===== src/design/mprb_pkg.sv =====
// Constants and carrier types for the memory ports and refresh block.
// Assumes a 20 MHz system clock and byte-wide channel I/O data.
package mprb_pkg;

    // Register I/O addresses
    localparam logic [15:0] ADDR_ENC_LOW   = 16'h00E0;
    localparam logic [15:0] ADDR_ENC_HIGH  = 16'h00E1;
    localparam logic [15:0] ADDR_TRC_UPPER = 16'h00E3;
    localparam logic [15:0] ADDR_TRC_MID   = 16'h00E4;
    localparam logic [15:0] ADDR_TRC_LOWER = 16'h00E5;
    localparam logic [15:0] ADDR_TRC_KIND  = 16'h00E7;
    localparam logic [15:0] ADDR_SETUP     = 16'h0103;

    // Field positions
    localparam int MEM_EN_BIT      = 0;
    localparam int RATE_BIT        = 1;
    localparam int CARD_EN_HI_BIT  = 5;
    localparam int CARD_EN_LO_BIT  = 4;
    localparam int SPLIT_DIS_BIT   = 3;
    localparam int SPLIT_512_BIT   = 2;
    localparam int SHADOW_BIT      = 1;
    localparam int PARITY_DIS_BIT  = 0;

    // Reset values
    localparam logic [7:0] ENC_RST   = 8'hFF;
    localparam logic [7:0] TRC_RST   = 8'h00;
    localparam logic       MEM_EN_RST = 1'b1;
    localparam logic       RATE_RST   = 1'b1;

    // Refresh timing
    localparam int CLK_PERIOD_NS    = 50;
    localparam int REF_PULSE_NS     = 400;
    localparam int REF_SLOW_NS      = 15120;
    localparam int REF_FAST_NS      = 800;
    localparam int REF_PULSE_CYC    = REF_PULSE_NS / CLK_PERIOD_NS;
    localparam int REF_SLOW_CYC     = REF_SLOW_NS / CLK_PERIOD_NS;
    localparam int REF_FAST_CYC     = REF_FAST_NS / CLK_PERIOD_NS;
    localparam int REF_CNT_W        = 9;

    // Fixed split in personality A, and sixteen megabytes in 1 MB units
    localparam logic [3:0] FULL_MB_TOP = 4'hF;

    typedef enum logic [3:0] {
        PERS_A = 4'b0001,
        PERS_B = 4'b0010,
        PERS_C = 4'b0100,
        PERS_D = 4'b1000
    } personality_t;

    // Channel I/O request
    typedef struct packed {
        logic        rd;
        logic        wr;
        logic [15:0] addr;
        logic [7:0]  wdata;
    } io_req_t;

    // Byte answer on the data bus
    typedef struct packed {
        logic [7:0] data;
        logic [7:0] oe;
    } io_rsp_t;

    // Captured bus cycle
    typedef struct packed {
        logic [23:2] addr;
        logic        mem_io;
        logic        data_ctl;
        logic        arbitration_grant_flag;
    } trace_t;

    // Memory map controls seen by the DRAM and ROM decode
    typedef struct packed {
        logic       dram_enable;
        logic [3:0] mb_enable;
        logic       split_disable;
        logic       split_512;
        logic       low_rom_enable;
        logic       high_rom_enable;
        logic       parity_enable;
        logic [3:0] remap_base;
    } map_ctl_t;

endpackage


===== src/design/memory_ports_refresh_block.sv =====
// Ports and registers of the address bus controller: setup port, encoding
// registers, error trace, refresh timer and memory map controls.
// Assumes channel I/O strobes are one-cycle pulses synchronous to ref_clk_i.
//
// Overview of operation
// Two straps select personality A, B, C or D.
// Personality A hides encoding and trace registers; only setup port exists.
// In A and D setup port bit 0 is memory enable, read/write, resets 1.
// Reading setup port in A and D drives only data bit 0.
// Memory enable 0 disables all DRAM access but refresh continues.
// In A and D refresh gives 400 ns pulse every 15.12 us; code period is 302 cycles, 15.1 us.
// Personality A fixes the first-megabyte split at 640 KB.
// In A, 384 KB beyond split disabled at 16 MB, else remapped past DRAM.
// In A, BIOS ROM decoded at low and high ranges.
// In B and C setup port bit 0 is absent.
// In B and C setup port bit 1 is write-only rate bit, resets 1.
// Rate bit 0 gives continuous 400 ns pulses every 800 ns.
// Setup port answers only while the board is in setup mode.
// In B card-enable bits gate first four DRAM megabytes.
// In C and D card-enable bits are plain storage.
// In D mapping follows encoding registers; setup port as in A.
// In B, C, D four read-only trace registers are readable.
// Each strobe rising edge captures address, memory/IO, data/control, grant.
// Refresh requests go out; own refresh address drives the DRAMs.
// Trace registers reset to 00; fourth drives only data bit 0.
// Capture strobe is synchronised before its edge is used.
`timescale 1ns/1ps

module memory_ports_refresh_block #(
    parameter int REF_ADDR_W = 11
) (
    // Clock and reset
    input  wire logic                     ref_clk_i,
    input  wire logic                     nrst_i,
    // Straps and board state
    input  wire logic                     personality_strap_a_i,
    input  wire logic                     personality_strap_b_i,
    input  wire logic                     setup_mode_i,
    input  wire logic [3:0]               dram_top_mb_i,
    // Channel I/O
    input  wire mprb_pkg::io_req_t        io_req_i,
    output logic      [7:0]               io_rdata_o,
    output logic      [7:0]               io_oe_o,
    // Error capture
    input  wire logic                     error_capture_strobe_i,
    input  wire logic [23:2]              system_address_bits_i,
    input  wire logic                     mem_io_i,
    input  wire logic                     data_ctl_i,
    input  wire logic                     arbitration_grant_flag_i,
    // Refresh and memory control
    input  wire logic                     refresh_ack_i,
    output logic                          refresh_req_o,
    output logic      [REF_ADDR_W-1:0]    refresh_addr_o,
    output mprb_pkg::map_ctl_t            map_ctl_o
);

    // Personality decode, registered from the straps on every clock after reset
    mprb_pkg::personality_t pers_ff, nxt_pers;

    always_comb begin
        unique case ({personality_strap_b_i, personality_strap_a_i})
            2'b00:   nxt_pers = mprb_pkg::PERS_A;
            2'b01:   nxt_pers = mprb_pkg::PERS_B;
            2'b11:   nxt_pers = mprb_pkg::PERS_C;
            2'b10:   nxt_pers = mprb_pkg::PERS_D;
        endcase
    end

    always_ff @(posedge ref_clk_i or negedge nrst_i) begin
        if (!nrst_i) begin
            pers_ff <= mprb_pkg::PERS_A;
        end else begin
            pers_ff <= nxt_pers;
        end
    end

    logic is_a, is_b, is_c, is_d, has_e_regs, port_a_style;
    assign is_a         = (pers_ff == mprb_pkg::PERS_A);
    assign is_b         = (pers_ff == mprb_pkg::PERS_B);
    assign is_c         = (pers_ff == mprb_pkg::PERS_C);
    assign is_d         = (pers_ff == mprb_pkg::PERS_D);
    assign has_e_regs   = !is_a;
    assign port_a_style = is_a || is_d;

    // Strobe synchroniser; first stage only feeds the second
    logic ers_s1_ff, ers_s2_ff, ers_s3_ff;
    logic ers_rise;

    always_ff @(posedge ref_clk_i or negedge nrst_i) begin
        if (!nrst_i) begin
            ers_s1_ff <= 1'b0;
            ers_s2_ff <= 1'b0;
            ers_s3_ff <= 1'b0;
        end else begin
            ers_s1_ff <= error_capture_strobe_i;
            ers_s2_ff <= ers_s1_ff;
            ers_s3_ff <= ers_s2_ff;
        end
    end

    assign ers_rise = ers_s2_ff && !ers_s3_ff;

    // Register state
    logic [7:0]        enc_lo_ff, nxt_enc_lo;
    logic [7:0]        enc_hi_ff, nxt_enc_hi;
    logic              mem_en_ff, nxt_mem_en;
    logic              rate_ff, nxt_rate;
    mprb_pkg::trace_t  trc_ff, nxt_trc;
    logic              wr_setup;

    // Setup port is decoded only while the board is in setup mode
    assign wr_setup = io_req_i.wr && setup_mode_i
                      && (io_req_i.addr == mprb_pkg::ADDR_SETUP);

    always_comb begin
        nxt_enc_lo = enc_lo_ff;
        nxt_enc_hi = enc_hi_ff;
        nxt_mem_en = mem_en_ff;
        nxt_rate   = rate_ff;
        nxt_trc    = trc_ff;
        if (wr_setup && port_a_style) begin
            nxt_mem_en = io_req_i.wdata[mprb_pkg::MEM_EN_BIT];
        end
        if (wr_setup && (is_b || is_c)) begin
            nxt_rate = io_req_i.wdata[mprb_pkg::RATE_BIT];
        end
        if (io_req_i.wr && has_e_regs && io_req_i.addr == mprb_pkg::ADDR_ENC_LOW) begin
            nxt_enc_lo = io_req_i.wdata;
        end
        if (io_req_i.wr && has_e_regs && io_req_i.addr == mprb_pkg::ADDR_ENC_HIGH) begin
            nxt_enc_hi = io_req_i.wdata;
        end
        if (ers_rise) begin
            nxt_trc.addr     = system_address_bits_i;
            nxt_trc.mem_io   = mem_io_i;
            nxt_trc.data_ctl = data_ctl_i;
            nxt_trc.arbitration_grant_flag  = arbitration_grant_flag_i;
        end
    end

    always_ff @(posedge ref_clk_i or negedge nrst_i) begin
        if (!nrst_i) begin
            enc_lo_ff <= mprb_pkg::ENC_RST;
            enc_hi_ff <= mprb_pkg::ENC_RST;
            mem_en_ff <= mprb_pkg::MEM_EN_RST;
            rate_ff   <= mprb_pkg::RATE_RST;
            trc_ff    <= '0;
        end else begin
            enc_lo_ff <= nxt_enc_lo;
            enc_hi_ff <= nxt_enc_hi;
            mem_en_ff <= nxt_mem_en;
            rate_ff   <= nxt_rate;
            trc_ff    <= nxt_trc;
        end
    end

    // Read path: one registered cycle after the read strobe
    logic [7:0] rdata_ff, nxt_rdata;
    logic [7:0] oe_ff, nxt_oe;

    always_comb begin
        nxt_rdata = 8'h00;
        nxt_oe    = 8'h00;
        if (io_req_i.rd) begin
            unique case (io_req_i.addr)
                mprb_pkg::ADDR_SETUP: begin
                    // Rate bit is write-only, so B and C never drive the bus
                    if (setup_mode_i && port_a_style) begin
                        nxt_rdata = {7'h00, mem_en_ff};
                        nxt_oe    = 8'h01;
                    end
                end
                mprb_pkg::ADDR_ENC_LOW: begin
                    if (has_e_regs) begin
                        nxt_rdata = enc_lo_ff;
                        nxt_oe    = 8'hFF;
                    end
                end
                mprb_pkg::ADDR_ENC_HIGH: begin
                    if (has_e_regs) begin
                        nxt_rdata = enc_hi_ff;
                        nxt_oe    = 8'hFF;
                    end
                end
                mprb_pkg::ADDR_TRC_UPPER: begin
                    if (has_e_regs) begin
                        nxt_rdata = trc_ff.addr[23:16];
                        nxt_oe    = 8'hFF;
                    end
                end
                mprb_pkg::ADDR_TRC_MID: begin
                    if (has_e_regs) begin
                        nxt_rdata = trc_ff.addr[15:8];
                        nxt_oe    = 8'hFF;
                    end
                end
                mprb_pkg::ADDR_TRC_LOWER: begin
                    if (has_e_regs) begin
                        nxt_rdata = {trc_ff.addr[7:2], trc_ff.mem_io, trc_ff.arbitration_grant_flag};
                        nxt_oe    = 8'hFF;
                    end
                end
                mprb_pkg::ADDR_TRC_KIND: begin
                    if (has_e_regs) begin
                        nxt_rdata = {7'h00, trc_ff.data_ctl};
                        nxt_oe    = 8'h01;
                    end
                end
                default: begin
                    nxt_rdata = 8'h00;
                    nxt_oe    = 8'h00;
                end
            endcase
        end
    end

    always_ff @(posedge ref_clk_i or negedge nrst_i) begin
        if (!nrst_i) begin
            rdata_ff <= 8'h00;
            oe_ff    <= 8'h00;
        end else begin
            rdata_ff <= nxt_rdata;
            oe_ff    <= nxt_oe;
        end
    end

    assign io_rdata_o = rdata_ff;
    assign io_oe_o    = oe_ff;

    // Refresh timer: period restarts at each pulse start
    logic [mprb_pkg::REF_CNT_W-1:0] ref_cnt_ff, nxt_ref_cnt;
    logic [mprb_pkg::REF_CNT_W-1:0] ref_last;
    logic                           req_ff, nxt_req;
    logic [REF_ADDR_W-1:0]          raddr_ff, nxt_raddr;
    logic                           slow_rate;

    assign slow_rate = port_a_style || rate_ff;
    assign ref_last  = slow_rate
        ? mprb_pkg::REF_CNT_W'(mprb_pkg::REF_SLOW_CYC - 1)
        : mprb_pkg::REF_CNT_W'(mprb_pkg::REF_FAST_CYC - 1);

    always_comb begin
        nxt_ref_cnt = (ref_cnt_ff >= ref_last) ? '0 : ref_cnt_ff + 1'b1;
        nxt_req     = (nxt_ref_cnt < mprb_pkg::REF_CNT_W'(mprb_pkg::REF_PULSE_CYC));
        nxt_raddr   = raddr_ff;
        // Own refresh row advances once per pulse; DMA address is not used
        if (refresh_ack_i && req_ff && !nxt_req) begin
            nxt_raddr = raddr_ff + 1'b1;
        end else if (!refresh_ack_i && req_ff && !nxt_req) begin
            nxt_raddr = raddr_ff + 1'b1;
        end
    end

    always_ff @(posedge ref_clk_i or negedge nrst_i) begin
        if (!nrst_i) begin
            // Start at the wrap point so the first pulse after reset is full length
            ref_cnt_ff <= '1;
            req_ff     <= 1'b0;
            raddr_ff   <= '0;
        end else begin
            ref_cnt_ff <= nxt_ref_cnt;
            req_ff     <= nxt_req;
            raddr_ff   <= nxt_raddr;
        end
    end

    assign refresh_req_o  = req_ff;
    assign refresh_addr_o = raddr_ff;

    // Memory map controls, registered
    mprb_pkg::map_ctl_t map_ff, nxt_map;

    always_comb begin
        nxt_map = '0;
        if (is_a) begin
            nxt_map.dram_enable     = mem_en_ff;
            nxt_map.mb_enable       = 4'hF;
            nxt_map.split_512       = 1'b0;
            nxt_map.split_disable   = (dram_top_mb_i == mprb_pkg::FULL_MB_TOP);
            nxt_map.remap_base      = dram_top_mb_i + 4'h1;
            nxt_map.low_rom_enable  = 1'b1;
            nxt_map.high_rom_enable = 1'b1;
            nxt_map.parity_enable   = 1'b1;
        end else begin
            nxt_map.dram_enable     = is_d ? mem_en_ff : 1'b1;
            nxt_map.mb_enable       = is_b
                ? ~{enc_lo_ff[mprb_pkg::CARD_EN_HI_BIT], enc_lo_ff[mprb_pkg::CARD_EN_LO_BIT],
                    enc_hi_ff[mprb_pkg::CARD_EN_HI_BIT], enc_hi_ff[mprb_pkg::CARD_EN_LO_BIT]}
                : 4'hF;
            nxt_map.split_disable   = enc_hi_ff[mprb_pkg::SPLIT_DIS_BIT];
            nxt_map.split_512       = enc_hi_ff[mprb_pkg::SPLIT_512_BIT];
            nxt_map.remap_base      = enc_lo_ff[3:0];
            nxt_map.low_rom_enable  = enc_hi_ff[mprb_pkg::SHADOW_BIT]
                                      || (is_d && !mem_en_ff);
            nxt_map.high_rom_enable = 1'b1;
            nxt_map.parity_enable   = !enc_hi_ff[mprb_pkg::PARITY_DIS_BIT];
        end
    end

    always_ff @(posedge ref_clk_i or negedge nrst_i) begin
        if (!nrst_i) begin
            map_ff <= '0;
        end else begin
            map_ff <= nxt_map;
        end
    end

    assign map_ctl_o = map_ff;
endmodule


===== config.mk =====
export PLATFORM = sky130hd
export DESIGN_NAME = memory_ports_refresh_block
export DESIGN_NICKNAME = d
export VERILOG_FILES = /design/src/design/mprb_pkg.sv /design/src/design/memory_ports_refresh_block.sv
export SDC_FILE = /design/constraint.sdc
export NUM_CORES = 1
export LEC_CHECK = 0
export BUFFER_PORTS_ARGS = -buffer_cell sky130_fd_sc_hd__buf_2
export CORE_MARGIN = 5
export CORE_UTILIZATION = 48
export CTS_CLUSTER_DIAMETER = 80
export DETAILED_ROUTE_END_ITERATION = 7
export HOLD_SLACK_MARGIN = 0.06
export PLACE_DENSITY_LB_ADDON = 0.15
export SYNTH_ARGS = -nofsm -noshare
export SYNTH_HDL_FRONTEND = slang
export SYNTH_SLANG_ARGS = --single-unit

===== constraint.sdc =====
create_clock -name ref_clk_i -period 2.1 [get_ports ref_clk_i]
set_input_delay 0.42 -clock ref_clk_i [delete_from_list [all_inputs] [get_ports ref_clk_i]]
set_output_delay 0.42 -clock ref_clk_i [all_outputs]
set_load 0.01 [all_outputs]

==> flow_metrics.py, run 1 <==
metrics = {
    "critical_path": {
        "cp-startpoint": "ref_cnt_ff[7]",
        "path_class": "reg2reg",
        "cp_slowest_stage_delay_ns": 0.51,
        "cp_slowest_cell": "or4_4",
        "arrival_ns": 2.26,
        "crit_path_end_kind": "flop",
        "critPathBufInv": 0,
        "worstPathRequired_ns": 2.37,
        "crit_path_end": "refresh_addr_o[1]",
        "r2r_end": "refresh_addr_o[1]",
        "cp.depth": 5,
        "worst-path-max-fanout": 5,
        "r2r_slack_ns": 0.11,
        "worstSetupStartpointType": "flop",
        "critical-path-top-delay-family": "simple AND/OR/NAND/NOR gates",
        "ff2ff_path_depth": 5,
        "cp_cell_sequence": "or3_1 > or4_4 > o21ai_4 > and3_4 > mux2_4",
        "r2r_start": "ref_cnt_ff[7]",
    },
    "floorplan": {
        "core-area_sq_mm": 0.00872,
        "die_area_sq_mm": 0.0110,
        "die_w_um": 105,
        "initial_core_util_pct": 49.3,
        "die_h_um": 105,
        "rows": 34,
        "ioPinCount": 104,
    },
    "drt": {
        "wl_um": 9220,
        "via_per_inst": 5.22,
        "drc_errors": 0,
        "ant_nets": 0,
        "firstDrtPassIters": 4,
        "drt-initial-drc-count": 62,
        "vias": 3061,
        "wl_per_cell_um": 15.7,
    },
    "synthesis": {
        "synth_largest_area_cell": "dfrtp_1",
        "seq_area_frac_synth_pct": 56.1,
        "avgSynthCellArea_sq_um": 12.1,
        "synth_mux_area_share_pct": 16.3,
        "synthFlopType": "dfrtp_1",
        "synth_cell_types": 47,
        "ys_ff_latch": 95,
        "synth_xor_area_share_pct": 4.07,
        "yosys_warnings": 0,
        "synthesis.area_sq_mm": 0.00430,
        "synth_area_leaders": "dfrtp_1 (39%), dfstp_2 (17%), mux2_2 (9.2%)",
        "syn_inst": 355,
        "synth_top_family_by_area": "multiplexers",
        "synth_edf_count": 0,
        "synth_async_sr_flop_share_pct": 100,
        "synth_top_area_share_pct": 39.0,
        "yosys.area_share.simple_pct": 15.2,
        "synthAdderAreaFrac_pct": 0.873,
        "synth_nets": 420,
        "synth_compound_area_share_pct": 4.94,
    },
    "power": {
        "powerDensity_mw_per_mm2": 836,
        "swShare_pct": 30.8,
        "p_switching_mw": 1.34,
        "intPower_mw": 3.02,
        "seq_power_share_pct": 51.6,
        "p_leak_nw": 2.47,
        "pwr-share-comb_pct": 21.1,
        "clkPwrFrac_pct": 27.2,
        "irDropWorstVdd_mv": 0.521,
    },
    "grt": {
        "grt_pass1_vias": 3236,
        "grt_max_degree": 40,
        "antenna_found_initial": 0,
        "gr-total-overflow": 0,
        "track_usage_pct": 17.4,
        "grt_pass1_wl_um": 15600,
    },
    "timing": {
        "slew_headroom_pct": 62.4,
        "rsz0062_at_grt": "false",
        "worstMarginPinSlew_ns": 0.556,
        "fmax_ghz": 0.502,
        "period_share_pct": 94.8,
        "clock_skew_ns": 0.0159,
        "hold_viol": 0,
        "post-route-min-period_ns": 1.99,
        "drv_slew": 0,
        "setup_viol": 0,
    },
    "clocking": {
        "numCtsBuffers": 9,
        "cts_resized": 0,
        "cts_tree": "built",
        "cts_setup_buffers": 0,
        "cts_buffer_depth": 2,
        "cts.sinks": 95,
        "h-tree-depth": 3,
        "cts-root-buf": "clkbuf_8",
        "cts_hold_buf": 1,
        "path_clk_slew_ns": 0.11,
        "clkLatencyLatePin_ns": 0.37,
    },
    "outcome": {
        "status": "completed",
    },
    "min_path": {
        "min_path_type": "in2reg",
    },
    "final_layout": {
        "antennaDiodeCount": 0,
        "nets": 538,
        "stdcell_count": 586,
        "drive_above_1_share_pct": 46.2,
        "syn2layout_area_growth_pct": 21.4,
        "final_area_sq_mm": 0.00522,
        "final_common_cell": "buf_2",
        "layout_common_cells": "buf_2 (101), dfrtp_1 (67), mux2_2 (35), nand2_1 (30), dfstp_2 (28)",
    },
    "placed_design": {
        "placed_area_sq_mm": 0.00502,
        "portBuffers": 102,
        "gp_congestion": 0.834,
        "placed_cells": 569,
        "dpl.hpwl_um": 7080,
    },
    "run": {
        "drv_cap": 0,
    },
}
-- sequential cells by signal, summed over array words and instances (netlist names) --
signal and count:
io_oe_o 2, refresh_addr_o 11, refresh_req_o 1, enc_hi_ff 8, ers_s2_ff 1, rate_ff 1
enc_lo_ff 8, trc_ff 25, pers_ff 4, mem_en_ff 1, ers_s3_ff 1, map_ctl_o 14
ers_s1_ff 1, io_rdata_o 8, ref_cnt_ff 9
-- through the flow --
step	power, mW	utilization (%)	worst slack (ns)	hold WS (ns)	TNS [ns]
final	4.37	59.9	0.109	0.169	0
after global routing	4.62	59.9	0.0517	0.154	0
after CTS	4.42	59.9	0.101	0.152	0
after detailed placement	3.23	57.5	-0.00531	0.336	-0.0196
after global placement	3.19	57.5	0.0398	0.333	0
after floorplan	2.88	-	0.142	0.124	0
-- area by class of cell --
type | count | area, sq um
fill | 750 | 3500
inverter | 1 | 3.75
clock inverter | 6 | 57.6
tap | 108 | 135
multi-input combinational | 242 | 1780
timing repair buffer | 124 | 693
clock buffer | 10 | 138
sequential | 95 | 2410
-- cell families after synthesis --
kind of cell	count (synthesis)
and+or+nand+nor	122
DFF	95
muxes	61
AOI/OAI and AO/OA	35
xor gates and xnor gates	20
buffers and inverters	18
adders and majority gates	3
other	1
-- worst min-delay path by stage --
stage | endpoint | depth (start not counted) | slack (ns) | startpoint
after floorplan | ers_s1_ff | 0 | 0.12 | nrst_i
after global placement | ers_s2_ff | 0 | 0.33 | ers_s1_ff
after detailed placement | ers_s2_ff | 0 | 0.34 | ers_s1_ff
after CTS | ers_s1_ff | 1 | 0.15 | error_capture_strobe_i
after global routing | ers_s1_ff | 1 | 0.15 | error_capture_strobe_i
final | ers_s1_ff | 1 | 0.17 | error_capture_strobe_i
-- cells in the mapped netlist, types with 2 or more instances --
master / instances
mux2_4: 9
and3_1: 5
a21oi_1: 12
nand4_2: 3
ha_1: 3
buf_4: 7
xor2_1: 7
or3_1: 4
xnor2_1: 13
mux2_2: 35
nor2_1: 25
nor4b_1: 2
nand2_1: 30
nand4_1: 3
buf_2: 2
o211ai_1: 4
clkbuf_1: 5
and4_1: 3
o21ai_0: 12
and2_1: 4
buf_1: 2
nand2b_1: 8
mux2i_1: 17
nor3_1: 11
dfstp_2: 28
nor2b_1: 4
nand3_1: 11
dfrtp_1: 67
-- power by group through the flow --
stage	registers (mW)	clock network (mW)	logic [mW]
2_1_floorplan	2.28	0	0.596
3_3_place_gp	2.27	0	0.920
3_5_place_dp	2.29	0	0.939
4_1_cts	2.26	1.23	0.942
5_1_grt	2.29	1.31	1.02
6_report	2.25	1.19	0.923
-- layer usage --
layer	routed length, um	up-vias	GRT usage [%]
li1	-	1470	-
met1	3990	1493	22.2
met4	166	0	6.58
met5	0	-	0
met2	4500	82	28.3
met3	558	16	4.93
No activity file was read; power rests on OpenSTA's default activity.
==> run 2, diff against run 1 <==
--- a/config.mk
+++ b/config.mk
@@ -6,12 +6,13 @@
 export NUM_CORES = 1
 export LEC_CHECK = 0
 export BUFFER_PORTS_ARGS = -buffer_cell sky130_fd_sc_hd__buf_2
-export CORE_MARGIN = 5
-export CORE_UTILIZATION = 48
+export CORE_MARGIN = 2
+export CORE_UTILIZATION = 57
 export CTS_CLUSTER_DIAMETER = 80
 export DETAILED_ROUTE_END_ITERATION = 7
 export HOLD_SLACK_MARGIN = 0.06
 export PLACE_DENSITY_LB_ADDON = 0.15
+export SLEW_MARGIN = 5
 export SYNTH_ARGS = -nofsm -noshare
 export SYNTH_HDL_FRONTEND = slang
 export SYNTH_SLANG_ARGS = --single-unit
==> constraint.sdc (replaced) <==
create_clock -name ref_clk_i -period 2.5 [get_ports ref_clk_i]
set_input_delay 0.5 -clock ref_clk_i [delete_from_list [all_inputs] [get_ports ref_clk_i]]
set_output_delay 0.5 -clock ref_clk_i [all_outputs]
set_load 0.01 [all_outputs]
==> flow_metrics.py, run 2 (synthesized netlist as in run 1, its figures left out) <==
metrics = {
    "grt": {
        "grt_max_degree": 54,
        "track_usage_pct": 22.0,
        "grt_pass1_wl_um": 14200,
        "grt_pass1_vias": 2994,
        "antenna_found_initial": 0,
        "gr-total-overflow": 0,
    },
    "critical_path": {
        "critPathBufInv": 0,
        "r2r_start": "ref_cnt_ff[7]",
        "cp_slowest_stage_delay_ns": 0.51,
        "cp-startpoint": "ref_cnt_ff[7]",
        "worstSetupStartpointType": "flop",
        "critical-path-top-delay-family": "simple AND/OR/NAND/NOR gates",
        "cp_cell_sequence": "or3_1 > or4_4 > o21ai_4 > and3_4 > mux2_4",
        "crit_path_end_kind": "flop",
        "path_class": "reg2reg",
        "cp_slowest_cell": "or4_4",
        "worst-path-max-fanout": 12,
        "worstPathRequired_ns": 2.74,
        "arrival_ns": 2.37,
    },
    "timing": {
        "post-route-min-period_ns": 2.13,
        "slew_headroom_pct": 56.1,
        "drv_slew": 0,
        "rsz0062_at_grt": "false",
        "clock_skew_ns": 0.0145,
        "holdWs_ns": 0.115,
        "finalSetupTns_ns": 0,
        "hold_viol": 0,
        "setup_viol": 0,
        "worstMarginPinSlew_ns": 0.649,
        "fmax_ghz": 0.468,
        "period_share_pct": 85.4,
    },
    "clocking": {
        "cts_tree": "built",
        "cts_setup_buffers": 0,
        "cts_hold_buf": 0,
        "numCtsBuffers": 9,
        "cts-root-buf": "clkbuf_8",
        "cts.sinks": 95,
        "cts_buffer_depth": 2,
        "clkLatencyLatePin_ns": 0.35,
        "path_clk_slew_ns": 0.10,
        "cts_resized": 0,
        "h-tree-depth": 3,
    },
    "power": {
        "swShare_pct": 28.1,
        "irDropWorstVdd_mv": 0.576,
        "powerDensity_mw_per_mm2": 733,
        "p_switching_mw": 1.06,
        "intPower_mw": 2.70,
        "clkPwrFrac_pct": 29.3,
        "seq_power_share_pct": 50.5,
        "pwr-share-comb_pct": 20.2,
        "p_leak_nw": 2.41,
    },
    "drt": {
        "drt-initial-drc-count": 165,
        "drc_errors": 0,
        "firstDrtPassIters": 6,
        "wl_um": 8690,
        "via_per_inst": 5.38,
        "ant_nets": 0,
        "wl_per_cell_um": 15.5,
        "vias": 3021,
    },
    "placed_design": {
        "gp_congestion": 0.821,
        "dpl.hpwl_um": 6380,
        "portBuffers": 102,
        "placed_cells": 546,
    },
    "final_layout": {
        "stdcell_count": 562,
        "fill_cells": 567,
        "largest_register_ffs": 25,
        "nets": 523,
        "final_common_cell": "buf_2",
        "syn2layout_area_growth_pct": 19.1,
        "regMostFlops": "trc_ff",
        "antennaDiodeCount": 0,
        "layout_common_cells": "buf_2 (101), dfrtp_1 (67), mux2_2 (35), nand2_1 (30), dfstp_2 (28)",
        "drive_above_1_share_pct": 44.5,
    },
    "floorplan": {
        "die_w_um": 90.9,
        "core-area_sq_mm": 0.00729,
        "die_h_um": 90.9,
        "initial_core_util_pct": 59.0,
        "rows": 31,
        "die_area_sq_mm": 0.00826,
        "ioPinCount": 104,
    },
    "run": {
        "drv_cap": 0,
    },
    "min_path": {
        "min_path_type": "in2async",
    },
    "outcome": {
        "status": "completed",
    },
}
==> run 2: worst reg2reg max path: stages, from the launching register on <==
cell     delay (ns)
dfstp_2        0.40
or3_1          0.39
or4_4          0.51
o21ai_4        0.17
and3_4         0.28
mux2_4         0.29
==> run 2: final cells by class <==
| cell class | count | area, sq um | share of cell area, % |
|---|---|---|---|
| Tap cell | 99 | 124 | 2.42 |
| Clock inverter | 5 | 81.3 | 1.59 |
| Inverter | 1 | 3.75 | 0.0732 |
| Sequential cell | 95 | 2410 | 47.1 |
| Multi-Input combinational cell | 242 | 1780 | 34.8 |
| Clock buffer | 11 | 141 | 2.76 |
| Timing Repair Buffer | 109 | 578 | 11.3 |
==> run 2: per-stage QoR <==
stage | instance area [sq um] | util (%) | power (mW) | setup slack (ns)
6_report | 5120 | 70.3 | 3.76 | 0.365
5_1_grt | 5120 | 70.3 | 3.96 | 0.311
4_1_cts | 5120 | 70.3 | 3.78 | 0.364
3_5_place_dp | 4900 | 67.2 | 2.68 | 0.152
3_3_place_gp | 4900 | 67.2 | 2.66 | 0.184
2_1_floorplan | 4300 | - | 2.42 | 0.527
==> run 2: worst paths after layout <==
check,end,slack (ns),cells past startpoint
max,refresh_addr_o[1],0.37,5
min,trc_ff[6],0.12,1
max reg2reg,refresh_addr_o[1],0.37,5
min reg2reg,ers_s2_ff,0.35,0
max in group asynchronous,enc_hi_ff[5],1.67,2
min in group ref_clk_i,ers_s1_ff,0.26,1
==> run 2: layer usage <==
layer  up-vias  global-route usage, %  share of wire (%)
met5         -                      0                  0
met1      1456                   29.1                 43
met3        10                   4.51                6.4
met2       105                   36.1                 49
met4         0                   8.08               0.97
li1       1450                      -                  -
==> run 2: power by group through the flow <==
stage	Clock (mW)	Combinational [mW]	Sequential, mW
2_1_floorplan	0	0.501	1.92
3_3_place_gp	0	0.744	1.91
3_5_place_dp	0	0.763	1.92
4_1_cts	1.12	0.771	1.89
5_1_grt	1.18	0.851	1.92
6_report	1.10	0.760	1.90
==> run 3, diff against run 2 <==
==> constraint.sdc (replaced) <==
create_clock -name ref_clk_i -period 2.5 [get_ports ref_clk_i]
set_input_delay 0 -clock ref_clk_i [delete_from_list [all_inputs] [get_ports ref_clk_i]]
set_output_delay 0 -clock ref_clk_i [all_outputs]
set_load 0.01 [all_outputs]
==> flow_metrics.py, run 3 (synthesized netlist as in run 1, its figures left out) <==
metrics = {
    "final_layout": {
        "final_common_cell": "buf_2",
        "drive_above_1_share_pct": 40.1,
        "final_area_sq_mm": 0.00553,
        "largest_register_ffs": 25,
        "nets": 569,
        "layout_common_cells": "buf_2 (101), dfrtp_1 (67), dlygate4sd3_1 (47), mux2_2 (35), nand2_1 (30)",
        "regMostFlops": "trc_ff",
        "antennaDiodeCount": 0,
        "syn2layout_area_growth_pct": 28.5,
    },
    "timing": {
        "slew_headroom_pct": 32.7,
        "finalSetupTns_ns": 0,
        "holdWs_ns": 0.0947,
        "hold_viol": 0,
        "clock_skew_ns": 0.0116,
        "drv_slew": 0,
        "worstMarginPinSlew_ns": 1.01,
        "post-route-min-period_ns": 2.14,
        "period_share_pct": 85.5,
        "rsz0062_at_grt": "false",
        "fmax_ghz": 0.468,
        "setup_viol": 0,
    },
    "power": {
        "irDropWorstVdd_mv": 0.650,
        "p_leak_nw": 2.56,
        "swShare_pct": 29.8,
        "p_switching_mw": 1.08,
        "intPower_mw": 2.54,
        "clkPwrFrac_pct": 25.0,
        "seq_power_share_pct": 52.5,
        "pwr-share-comb_pct": 22.5,
        "powerDensity_mw_per_mm2": 654,
    },
    "grt": {
        "antenna_found_initial": 0,
        "gr-total-overflow": 0,
        "grt_pass1_wl_um": 15400,
        "track_usage_pct": 23.5,
        "grt_pass1_vias": 3297,
        "grt_max_degree": 84,
    },
    "critical_path": {
        "ff2ff_path_depth": 5,
        "worstSetupStartpointType": "flop",
        "r2r_start": "ref_cnt_ff[7]",
        "path_class": "reg2reg",
        "arrival_ns": 2.38,
        "r2r_end": "refresh_addr_o[1]",
        "crit_path_end_kind": "flop",
        "worst-path-max-fanout": 12,
        "worstPathRequired_ns": 2.74,
        "r2r_slack_ns": 0.36,
    },
    "drt": {
        "wl_per_cell_um": 15.5,
        "wl_um": 9420,
        "ant_nets": 0,
        "drc_errors": 0,
        "vias": 3222,
        "via_per_inst": 5.30,
        "firstDrtPassIters": 6,
        "drt-initial-drc-count": 198,
    },
    "clocking": {
        "cts.sinks": 95,
        "path_clk_slew_ns": 0.09,
        "h-tree-depth": 3,
        "cts_tree": "built",
        "cts_resized": 0,
        "cts-root-buf": "clkbuf_8",
        "clkLatencyLatePin_ns": 0.35,
        "cts_buffer_depth": 2,
        "numCtsBuffers": 9,
    },
    "placed_design": {
        "dpl.hpwl_um": 6190,
        "placed_area_sq_mm": 0.00488,
        "gp_congestion": 0.864,
        "portBuffers": 102,
    },
    "min_path": {
        "hold_end": "io_oe_o[6]",
        "hold_start": "io_req_i[9]",
        "min_path_type": "in2reg",
        "min_path_cells": 2,
    },
    "floorplan": {
        "die_area_sq_mm": 0.00826,
        "die_h_um": 90.9,
        "core-area_sq_mm": 0.00729,
        "ioPinCount": 104,
        "die_w_um": 90.9,
        "initial_core_util_pct": 59.0,
        "rows": 31,
    },
    "outcome": {
        "status": "completed",
    },
    "run": {
        "drv_cap": 0,
    },
}
run 3: cell type report:
cell class / instances / area (sq um)
Clock buffer: 11 / 141
Inverter: 1 / 3.75
Timing Repair Buffer: 155 / 1030
Sequential cell: 95 / 2410
Multi-Input combinational cell: 242 / 1780
Fill cell: 501 / 1760
Clock inverter: 5 / 33.8
Tap cell: 99 / 124
run 3: per-stage QoR:
| stage | power, mW | setup WS (ns) | util [%] | instances |
|---|---|---|---|---|
| finish | 3.62 | 0.362 | 75.8 | 608 |
| CTS | 3.63 | 0.367 | 75.8 | 608 |
| global route | 3.82 | 0.314 | 75.8 | 608 |
| floorplan | 2.42 | 0.542 | - | 355 |
| detailed placement | 2.68 | 0.378 | 67.0 | 545 |
| global placement | 2.65 | 0.387 | 67.0 | 545 |
run 3: timing repair:
| item | in CTS | in global routing |
|---|---|---|
| hold buffers | 47 | 0 |
| setup buffers | 0 | 0 |
| hold endpoints to repair | 124 | 0 |
run 3: how the worst max path moves through the flow:
stage,end,start
CTS,refresh_addr_o[1],ref_cnt_ff[7]
detailed placement,refresh_addr_o[1],ref_cnt_ff[7]
finish,refresh_addr_o[1],ref_cnt_ff[7]
global placement,refresh_addr_o[1],ref_cnt_ff[7]
global route,refresh_addr_o[1],ref_cnt_ff[7]
floorplan,refresh_addr_o[1],ref_cnt_ff[7]
run 3: worst max-delay path: stages, from the launching register on:
cell and delay [ns]:
dfstp_2 0.40, or3_1 0.38, or4_4 0.51, o21ai_4 0.17, and3_4 0.27, mux2_4 0.29
run 3: layer usage:
metal	track usage (%)	share of wire, %
met5	0	0
met4	10.5	2.6
met3	3.51	4.6
met2	40.9	50
met1	29.2	43
run 3: power groups by stage:
stage,clock network (mW),logic (mW),registers [mW]
3_3_place_gp,0,0.741,1.91
5_1_grt,0.987,0.903,1.93
4_1_cts,0.921,0.816,1.89
6_report,0.903,0.814,1.90
2_1_floorplan,0,0.501,1.92
3_5_place_dp,0,0.759,1.92
